$ cat config.mk
export PLATFORM = sky130hd
export DESIGN_NAME = wdcm_watchdog
export DESIGN_NICKNAME = d
export VERILOG_FILES = /design/src/core/wdcm_pkg.sv /design/src/core/wdcm_watchdog.sv
export SDC_FILE = /design/constraint.sdc
export NUM_CORES = 1
export LEC_CHECK = 0
export BUFFER_PORTS_ARGS = -buffer_cell sky130_fd_sc_hd__buf_2
export CAP_MARGIN = 20
export CORE_MARGIN = 3
export CORE_UTILIZATION = 35
export DETAILED_ROUTE_END_ITERATION = 8
export GPL_TIMING_DRIVEN = 0
export PLACE_DENSITY_LB_ADDON = 0.05
export SYNTH_ARGS = -nofsm -noshare
export SYNTH_HDL_FRONTEND = slang
export SYNTH_SLANG_ARGS = --single-unit
$ cat constraint.sdc
create_clock -name i_clk -period 2.9 [get_ports i_clk]
set_input_delay 0.29 -clock i_clk [delete_from_list [all_inputs] [get_ports i_clk]]
set_output_delay 0.29 -clock i_clk [all_outputs]
set_load 0.01 [all_outputs]
$ cat src/core/wdcm_pkg.sv
// Constants and types shared by the windowed watchdog and clock monitor
package wdcm_pkg;

	// ------------------------------------------------------------
	// Clock and timing
	// ------------------------------------------------------------
	localparam int unsigned CLK_HZ        = 200_000_000;
	// Instruction clock slower than one tick per this time is flagged
	localparam int unsigned CM_SLOW_US    = 1000;
	localparam int unsigned CM_SLOW_CYC   = (CLK_HZ / 1_000_000) * CM_SLOW_US;
	localparam logic [16:0] LOWER_LIMIT   = 17'h00100;
	localparam logic [16:0] UPPER_BASE    = 17'h02000;
	localparam logic [4:0]  RELEASE_TICKS = 5'h10;

	// ------------------------------------------------------------
	// Register map and fields
	// ------------------------------------------------------------
	localparam logic [7:0] OFF_SERVICE  = 8'h00;
	localparam logic [7:0] OFF_STATUS   = 8'h01;
	localparam int         OPT_WD_BIT   = 2;
	localparam logic [4:0] SERVICE_KEY  = 5'h0c;
	localparam logic [1:0] WIN_RESET    = 2'h3;
	localparam logic       CM_EN_RESET  = 1'b1;

	typedef struct packed {
		logic [1:0] win;
		logic [4:0] key;
		logic       cm_en;
	} wdcm_service_t;

	typedef struct packed {
		logic [2:0] zero;
		logic       wd_enabled;
		logic       configured;
		logic       wd_fault;
		logic       cm_fault;
		logic       pin_level;
	} wdcm_status_t;

	// ------------------------------------------------------------
	// Watchdog states
	// ------------------------------------------------------------
	typedef enum logic [4:0] {
		ST_BOOT  = 5'b00001,
		ST_RUN   = 5'b00010,
		ST_DRIVE = 5'b00100,
		ST_HOLD  = 5'b01000,
		ST_REL   = 5'b10000
	} wdcm_state_t;

endpackage : wdcm_pkg

$ cat src/core/wdcm_watchdog.sv
// Windowed watchdog with clock monitor driving one shared fault pin
`timescale 1ns/1ps
`default_nettype none
// ------------------------------------------------------------
// ------------------------------------------------------------
module wdcm_watchdog
	import wdcm_pkg::*;
#(
	parameter int unsigned CM_LIMIT = CM_SLOW_CYC
) (
	// Clock and reset
	input  wire logic       i_clk,
	input  wire logic       i_sys_rst,
	// Core status
	input  wire logic       i_instr_tick,
	input  wire logic       i_halt,
	input  wire logic       i_idle,
	input  wire logic [7:0] i_option_config_reg,
	// Register port
	input  wire logic [7:0] i_addr,
	input  wire logic [7:0] i_wdata,
	input  wire logic       i_wr,
	input  wire logic       i_rd,
	output var  logic [7:0] o_rdata,
	// Fault pin on port G pin one
	input  wire logic       i_fault_out,
	output var  logic       o_fault_out,
	output var  logic       o_fault_out_oe,
	output var  logic       o_fault_pullup_en,
	output var  logic       o_port_g_pin_one_is_fault
);

	// ------------------------------------------------------------
	// Decode
	// ------------------------------------------------------------
	wdcm_state_t   state;
	wdcm_state_t   next_state;
	wdcm_service_t stored;
	wdcm_service_t wr_svc;
	wdcm_status_t  status;
	logic          configured;
	logic [16:0]   win_cnt;
	logic [4:0]    rel_cnt;
	logic [31:0]   cm_cnt;
	logic          cm_slow;
	logic [4:0]    cm_rel_cnt;
	logic          cm_fault;

	wire wd_en       = ~i_option_config_reg[OPT_WD_BIT];
	wire sel_service = (i_addr == OFF_SERVICE);
	wire sel_status  = (i_addr == OFF_STATUS);
	wire svc_wr      = i_wr && sel_service;
	wire wd_frozen   = i_halt || i_idle;
	wire wd_tick     = i_instr_tick && !wd_frozen;

	assign wr_svc = wdcm_service_t'(i_wdata);

	wire key_bad     = (wr_svc.key != SERVICE_KEY);
	wire win_bad     = configured && (wr_svc.win != stored.win);
	wire cm_bad      = configured && (wr_svc.cm_en != stored.cm_en);
	wire too_early   = configured && (win_cnt < LOWER_LIMIT);
	wire svc_error   = key_bad || win_bad || cm_bad || too_early;

	// Upper limit doubles per select step
	wire [16:0] upper_lim = UPPER_BASE << stored.win;
	wire timeout     = (win_cnt >= upper_lim);

	// Services only count in the run state
	wire svc_take    = svc_wr && (state == ST_RUN) && wd_en;
	wire svc_ok      = svc_take && !svc_error;
	wire wd_trip     = wd_en && (state == ST_RUN)
	                   && ((svc_take && svc_error) || timeout);
	wire wd_driving  = (state == ST_DRIVE) || (state == ST_HOLD);
	wire hold_done   = (state == ST_HOLD) && i_instr_tick && (rel_cnt == RELEASE_TICKS - 5'h01);

	// ------------------------------------------------------------
	// Watchdog state machine
	// ------------------------------------------------------------
	always_comb begin
		next_state = state;
		unique case (state)
			ST_BOOT: begin
				// Pin found low straight after reset is timed out
				next_state = (i_fault_out || !wd_en) ? ST_RUN : ST_HOLD;
			end
			ST_RUN: begin
				if (wd_trip) begin
					next_state = ST_DRIVE;
				end
			end
			ST_DRIVE: begin
				if (!i_fault_out) begin
					next_state = ST_HOLD;
				end
			end
			ST_HOLD: begin
				if (hold_done) begin
					next_state = ST_REL;
				end
			end
			ST_REL: begin
				if (i_fault_out) begin
					next_state = ST_RUN;
				end
			end
		endcase
	end

	always_ff @(posedge i_clk) begin
		if (i_sys_rst) begin
			state <= ST_BOOT;
		end else begin
			state <= next_state;
		end
	end

	// ------------------------------------------------------------
	// Stored choices, fixed after the first good write
	// ------------------------------------------------------------
	always_ff @(posedge i_clk) begin
		if (i_sys_rst) begin
			stored.win   <= WIN_RESET;
			stored.key   <= 5'h00;
			stored.cm_en <= CM_EN_RESET;
			configured   <= 1'b0;
		end else if (svc_ok && !configured) begin
			stored.win   <= wr_svc.win;
			stored.cm_en <= wr_svc.cm_en;
			configured   <= 1'b1;
		end
	end

	// ------------------------------------------------------------
	// Service window counter
	// ------------------------------------------------------------
	always_ff @(posedge i_clk) begin
		if (i_sys_rst || state != ST_RUN || svc_ok) begin
			// Restart on valid service, including the configuring one
			win_cnt <= 17'h00000;
		end else if (wd_tick && !timeout) begin
			win_cnt <= win_cnt + 17'h00001;
		end
	end

	always_ff @(posedge i_clk) begin
		if (i_sys_rst || state != ST_HOLD) begin
			rel_cnt <= 5'h00;
		end else if (i_instr_tick) begin
			rel_cnt <= rel_cnt + 5'h01;
		end
	end

	// ------------------------------------------------------------
	// Clock monitor
	// ------------------------------------------------------------
	// Threshold sits between the 10 kHz and 10 Hz periods
	always_ff @(posedge i_clk) begin
		if (i_sys_rst || i_instr_tick) begin
			cm_cnt <= 32'h00000000;
		end else if (!cm_slow) begin
			cm_cnt <= cm_cnt + 32'h00000001;
		end
	end

	assign cm_slow = (cm_cnt >= CM_LIMIT);

	always_ff @(posedge i_clk) begin
		if (i_sys_rst) begin
			cm_fault   <= 1'b0;
			cm_rel_cnt <= 5'h00;
		end else if (stored.cm_en && cm_slow) begin
			// Enabled from reset, so a dead oscillator trips here
			cm_fault   <= 1'b1;
			cm_rel_cnt <= 5'h00;
		end else if (cm_fault && i_instr_tick) begin
			cm_rel_cnt <= cm_rel_cnt + 5'h01;
			if (cm_rel_cnt == RELEASE_TICKS - 5'h01) begin
				cm_fault <= 1'b0;
			end
		end
	end

	// ------------------------------------------------------------
	// Pin and register outputs
	// ------------------------------------------------------------
	assign o_fault_out               = 1'b0;
	assign o_fault_out_oe            = wd_en && (wd_driving || cm_fault);
	assign o_fault_pullup_en         = wd_en;
	assign o_port_g_pin_one_is_fault = wd_en;

	assign status.zero       = 3'h0;
	assign status.wd_enabled = wd_en;
	assign status.configured = configured;
	assign status.wd_fault   = wd_driving;
	assign status.cm_fault   = cm_fault;
	assign status.pin_level  = i_fault_out;

	// Key never reads back
	wire [7:0] svc_read   = {stored.win, 5'h00, stored.cm_en};
	wire [7:0] next_rdata = sel_service ? svc_read :
	                        sel_status  ? 8'(status) : 8'h00;

	always_ff @(posedge i_clk) begin
		if (i_sys_rst) begin
			o_rdata <= 8'h00;
		end else if (i_rd) begin
			o_rdata <= next_rdata;
		end else begin
			o_rdata <= 8'h00;
		end
	end
endmodule : wdcm_watchdog
`default_nettype wire

; Word level (Yosys, flattened, before mapping)
; Cells that the tools add are included.
[totals]
ff_bits = 77
input_bits = 32
output_inout_bits = 12
elab_cells = 94
[classes]
addsub = 4
magnitude_cmp = 3
eq_ne = 17
n_shift = 1
mux = 11
bitwise_logic = 3
reduce_logical = 43
[ops]
columns = cell, n
row1 = $add 32x1->32 const B, 1
row2 = $ge 32x18->1 const B, 1
row3 = $mux 5, 5
row4 = $pmux 5 s5, 1
row5 = $logic_and 1x1->1, 18
row6 = $add 17x1->17 const B, 1
row7 = $ge 17x17->1, 1
row8 = $lt 17x9->1 const B, 1
row9 = $shl 14x2->17 const A, 1
row10 = $eq 5x4->1 const B, 3
row11 = $logic_or 1x1->1, 12
row12 = $add 5x1->5 const B, 2
row13 = $ne 5x4->1 const B, 2
row14 = $eq 8x1->1 const B, 1
row15 = $logic_not 8->1, 1
row16 = $mux 8, 1
row17 = $ne 2x2->1 const B, 4
row18 = $eq 5x1->1 const B, 1
row19 = $eq 5x2->1 const B, 1
row20 = $eq 5x3->1 const B, 1
row21 = $eq 5x5->1 const B, 1
row22 = $ne 5x2->1 const B, 1
row23 = $logic_not 1->1, 4
row24 = $mux 4, 1
row25 = 10 further kinds, 16

; Longest topological paths before layout
[depth]
word_depth = 10
mapped_depth = 8
ltp_nobuf = 8

; Worst setup path after synthesis
; Ideal clock, no wire load.
[synth_path]
path_kind = reg2reg
start = reg stored[7] in the netlist's numbering
end = reg win_cnt[8]
setup_time_ps = 117
t_arrival_ps = 1961
required_ps = 2783
slack_ps = 821
stages_incl_launch_ff = 9
synth_period_minus_slack_ps = 2079
path_cell_list = dfxtp_1 or2_2 ha_1 o21ai_0 a22oi_1 clkbuf_1 nor4_1 xnor2_1 nor2_1
[synth_via]
elab_chain_cells = 8
[synth_lines]
columns = item, line_no
row1 = from (decl), wdcm_watchdog.sv:38  ; wdcm_service_t stored;
row2 = "parallel branches: the longest is 8 deep, another holds $ge 17x17->1", -
row3 = to (signal assigned), wdcm_watchdog.sv:141  ; win_cnt <= win_cnt + 17'h00001;
row4 = to (decl), wdcm_watchdog.sv:42  ; logic [16:0] win_cnt;
; Several ways; the timed one is not identified.
; A chain may end at the register's enable or synchronous reset.

; Worst setup path after layout
[layout_path]
start = reg stored[7] in the netlist's numbering
end = reg win_cnt[5]
; The elaborated chain is that of the path after synthesis.

==> flow_summary.yaml <==
clock_network:
  cts_tree: "built"
  clock_latency_ns: 0.34
  cts.sinks: 76
  clock_tree.buffer_depth: 2
  clock-root-buffer: "clkbuf_8"
  post_cts_buffers: 0
  clk_pin_slew_ns: 0.09
  htreeDepth: 3
  cts_buffers: 9
  post_cts_resized: 0
  holdBufCountCts: 0
placed_design:
  gp_congestion: 0.805
  dp_slack_ns: 0.492
  placed_cells: 584
  port_buffers: 32
  dp_hpwl_um: 5910
sta:
  hold_viol_final: 0
  fmax_ghz: 0.419
  drv_slew: 0
  setup_slack_ns: 0.516
  worstMarginPinSlew_ns: 0.644
  setup_viol: 0
  min_period_ns: 2.38
  slew_headroom_pct: 57.1
  fin_setup_tns_ns: 0
  skew_ns: 0.00910
  fin_crit_sh_pct: 82.2
  rsz0062_at_grt: "no"
floorplanning:
  initial_core_util_pct: 36.8
  core-area_mm2: 0.0100
  die-area_mm2: 0.0118
  io_pins: 44
  rows: 36
  fp.dieW_um: 109
  die_height_um: 109
logic_synthesis:
  yosysSeqAreaShare_pct: 41.3
  yosysTopAreaCellShare_pct: 41.3
  syn_inst: 418
  synth_commonest_cells: "76 x dfxtp_1, 54 x nor2_1, 25 x nand2_1"
  avgSynthCellArea_um2: 8.82
  synth_area_leaders: "dfxtp_1 41%, nor2_1 5.5%, xnor2_1 5.2%"
  ys_seq_elements: 76
  synth_flop_cell: "dfxtp_1"
  synth.distinct_cells: 63
  yosys_warnings: 0
  ys_async_sr_fraction_pct: 0
  synthMostInstantiatedCell: "dfxtp_1"
  synth_area_mm2: 0.00368
  synth_top_cell_by_area: "dfxtp_1"
  synth_edf_count: 0
hold_path:
  hp-class: "in -> reg"
power:
  power.density_mw_per_mm2: 484
  power_uw: 2050
  peakVddDrop_mv: 0.232
  leakage_uw: 0.00149
global_routing:
  overflow: 0
  antenna_found_initial: 0
  grt_pass1_wl_um: 13900
  grt_pass1_vias: 2930
  grt_usage_pct: 14.8
  grt_max_degree: 15
layout:
  area_delta_synth_final_pct: 15.0
  drive_gt1_share_pct: 14.6
  n_antenna_cell: 0
  postLayoutCoreUtil_pct: 42.4
  instances_no_fill: 600
  nets: 506
route:
  post-route-drc-count: 0
  via_per_inst: 4.94
  first_pass_iters: 4
  drt_iter0_drc: 161
  wl_per_cell_um: 13.3
  detail-route-antenna-nets: 0
  wl_um: 7980
  vias: 2963
setup_path:
  crit_chain: "or2_2, ha_1, o21ai_0, a22oi_1, clkbuf_1, nor3_1, xnor2_1, nor2_1"
  worstPathMaxFanout: 10
  critPathArrivalTime_ns: 2.61
  crit_family: "simple AND/OR/NAND/NOR gates"
  cp.buffers_inverters: 1
  slowest_stage: "clkbuf_1"
  start_kind: "flop"
  worstSetupEndpointType: "flop"
  worstSetupPathType: "reg -> reg"
  crit_required_ns: 3.13
  slowest_delay_ns: 0.45
run_status:
  status: "completed"
flow_run:
  drv_cap: 0
[final timing paths]
path | end | from | slack, ns | depth (start not counted)
setup / recovery | win_cnt[5]$_SDFFE_PP0P_ | stored[7]$_SDFFE_PP1P_ | 0.52 | 8
hold / removal | stored[7]$_SDFFE_PP1P_ | i_wdata[7] | 0.18 | 2
setup reg to reg | win_cnt[5]$_SDFFE_PP0P_ | stored[7]$_SDFFE_PP1P_ | 0.52 | 8
hold reg to reg | cm_cnt[23]$_SDFFE_PP0P_ | cm_cnt[23]$_SDFFE_PP0P_ | 0.47 | 1
[cell type report]
type                            instances  area (µm²)
Timing Repair Buffer                   32         160
Clock inverter                          7         100
Buffer                                 21         100
Multi-Input combinational cell        305        2000
Sequential cell                        76        1520
Tap cell                              133         166
Clock buffer                            9         124
Inverter                               17        63.8
Fill cell                            1042        5760
[metrics by stage]
step | instance area [µm²] | hold slack [ns]
2_1_floorplan | 3690 | 0.408
5_1_grt | 4240 | 0.170
4_1_cts | 4240 | 0.167
3_5_place_dp | 4020 | 0.444
3_3_place_gp | 4020 | 0.443
6_report | 4240 | 0.180
[where the power goes]
| group | internal [µW] | leakage, µW | switching (µW) |
|---|---|---|---|
| combinational | 40.0 | 0.000778 | 60.7 |
| clock | 489 | 0.000102 | 410 |
| sequential | 1050 | 0.000613 | 4.79 |
[layer usage]
layer | share of wire, % | GRT usage, % | wire length (µm) | up-vias
met5 | 0 | 0 | 0 | -
met4 | 1.1 | 3.79 | 89 | 0
met3 | 3.8 | 3.52 | 305 | 7
met2 | 45 | 23.6 | 3560 | 56
met1 | 50 | 20.2 | 4030 | 1341
li1 | - | - | - | 1559
[sequential cells by signal, summed over array words and instances (netlist names)]
register    flops
state           5
cm_fault        1
configured      1
rel_cnt         5
cm_rel_cnt      5
stored          3
win_cnt        17
o_rdata         7
cm_cnt         32
[placed cells by master, fill, tap and decap left out, drive strengths merged, types with 6 or more instances in the layout]
cell    netlist  layout
or3           8       8
inv          17      18
o21ai        11      11
nand3        15      15
nor4         13      13
a21oi        14      14
nand4         8       8
nor2         54      54
xor2         10      10
or4           6       6
nand2        25      25
nor3         12      12
ha           12      12
and3          7       7
xnor2        22      22
clkbuf       13      22
dfxtp        76      76
and2         18      18
buf           8      40
[cells by family after synthesis]
logic type	Yosys count	share of synthesized area, %
XOR/XNOR	32	7.61
AND/OR/NAND/NOR	193	29.0
other	1	0.102
multiplexers	5	1.36
AO/OA/AOI/OAI	61	12.1
adder cells (fa/ha/maj)	12	4.07
buffers and inverters	38	4.45
flip-flops	76	41.3
Note: power is estimated with default switching activity, not from simulation.
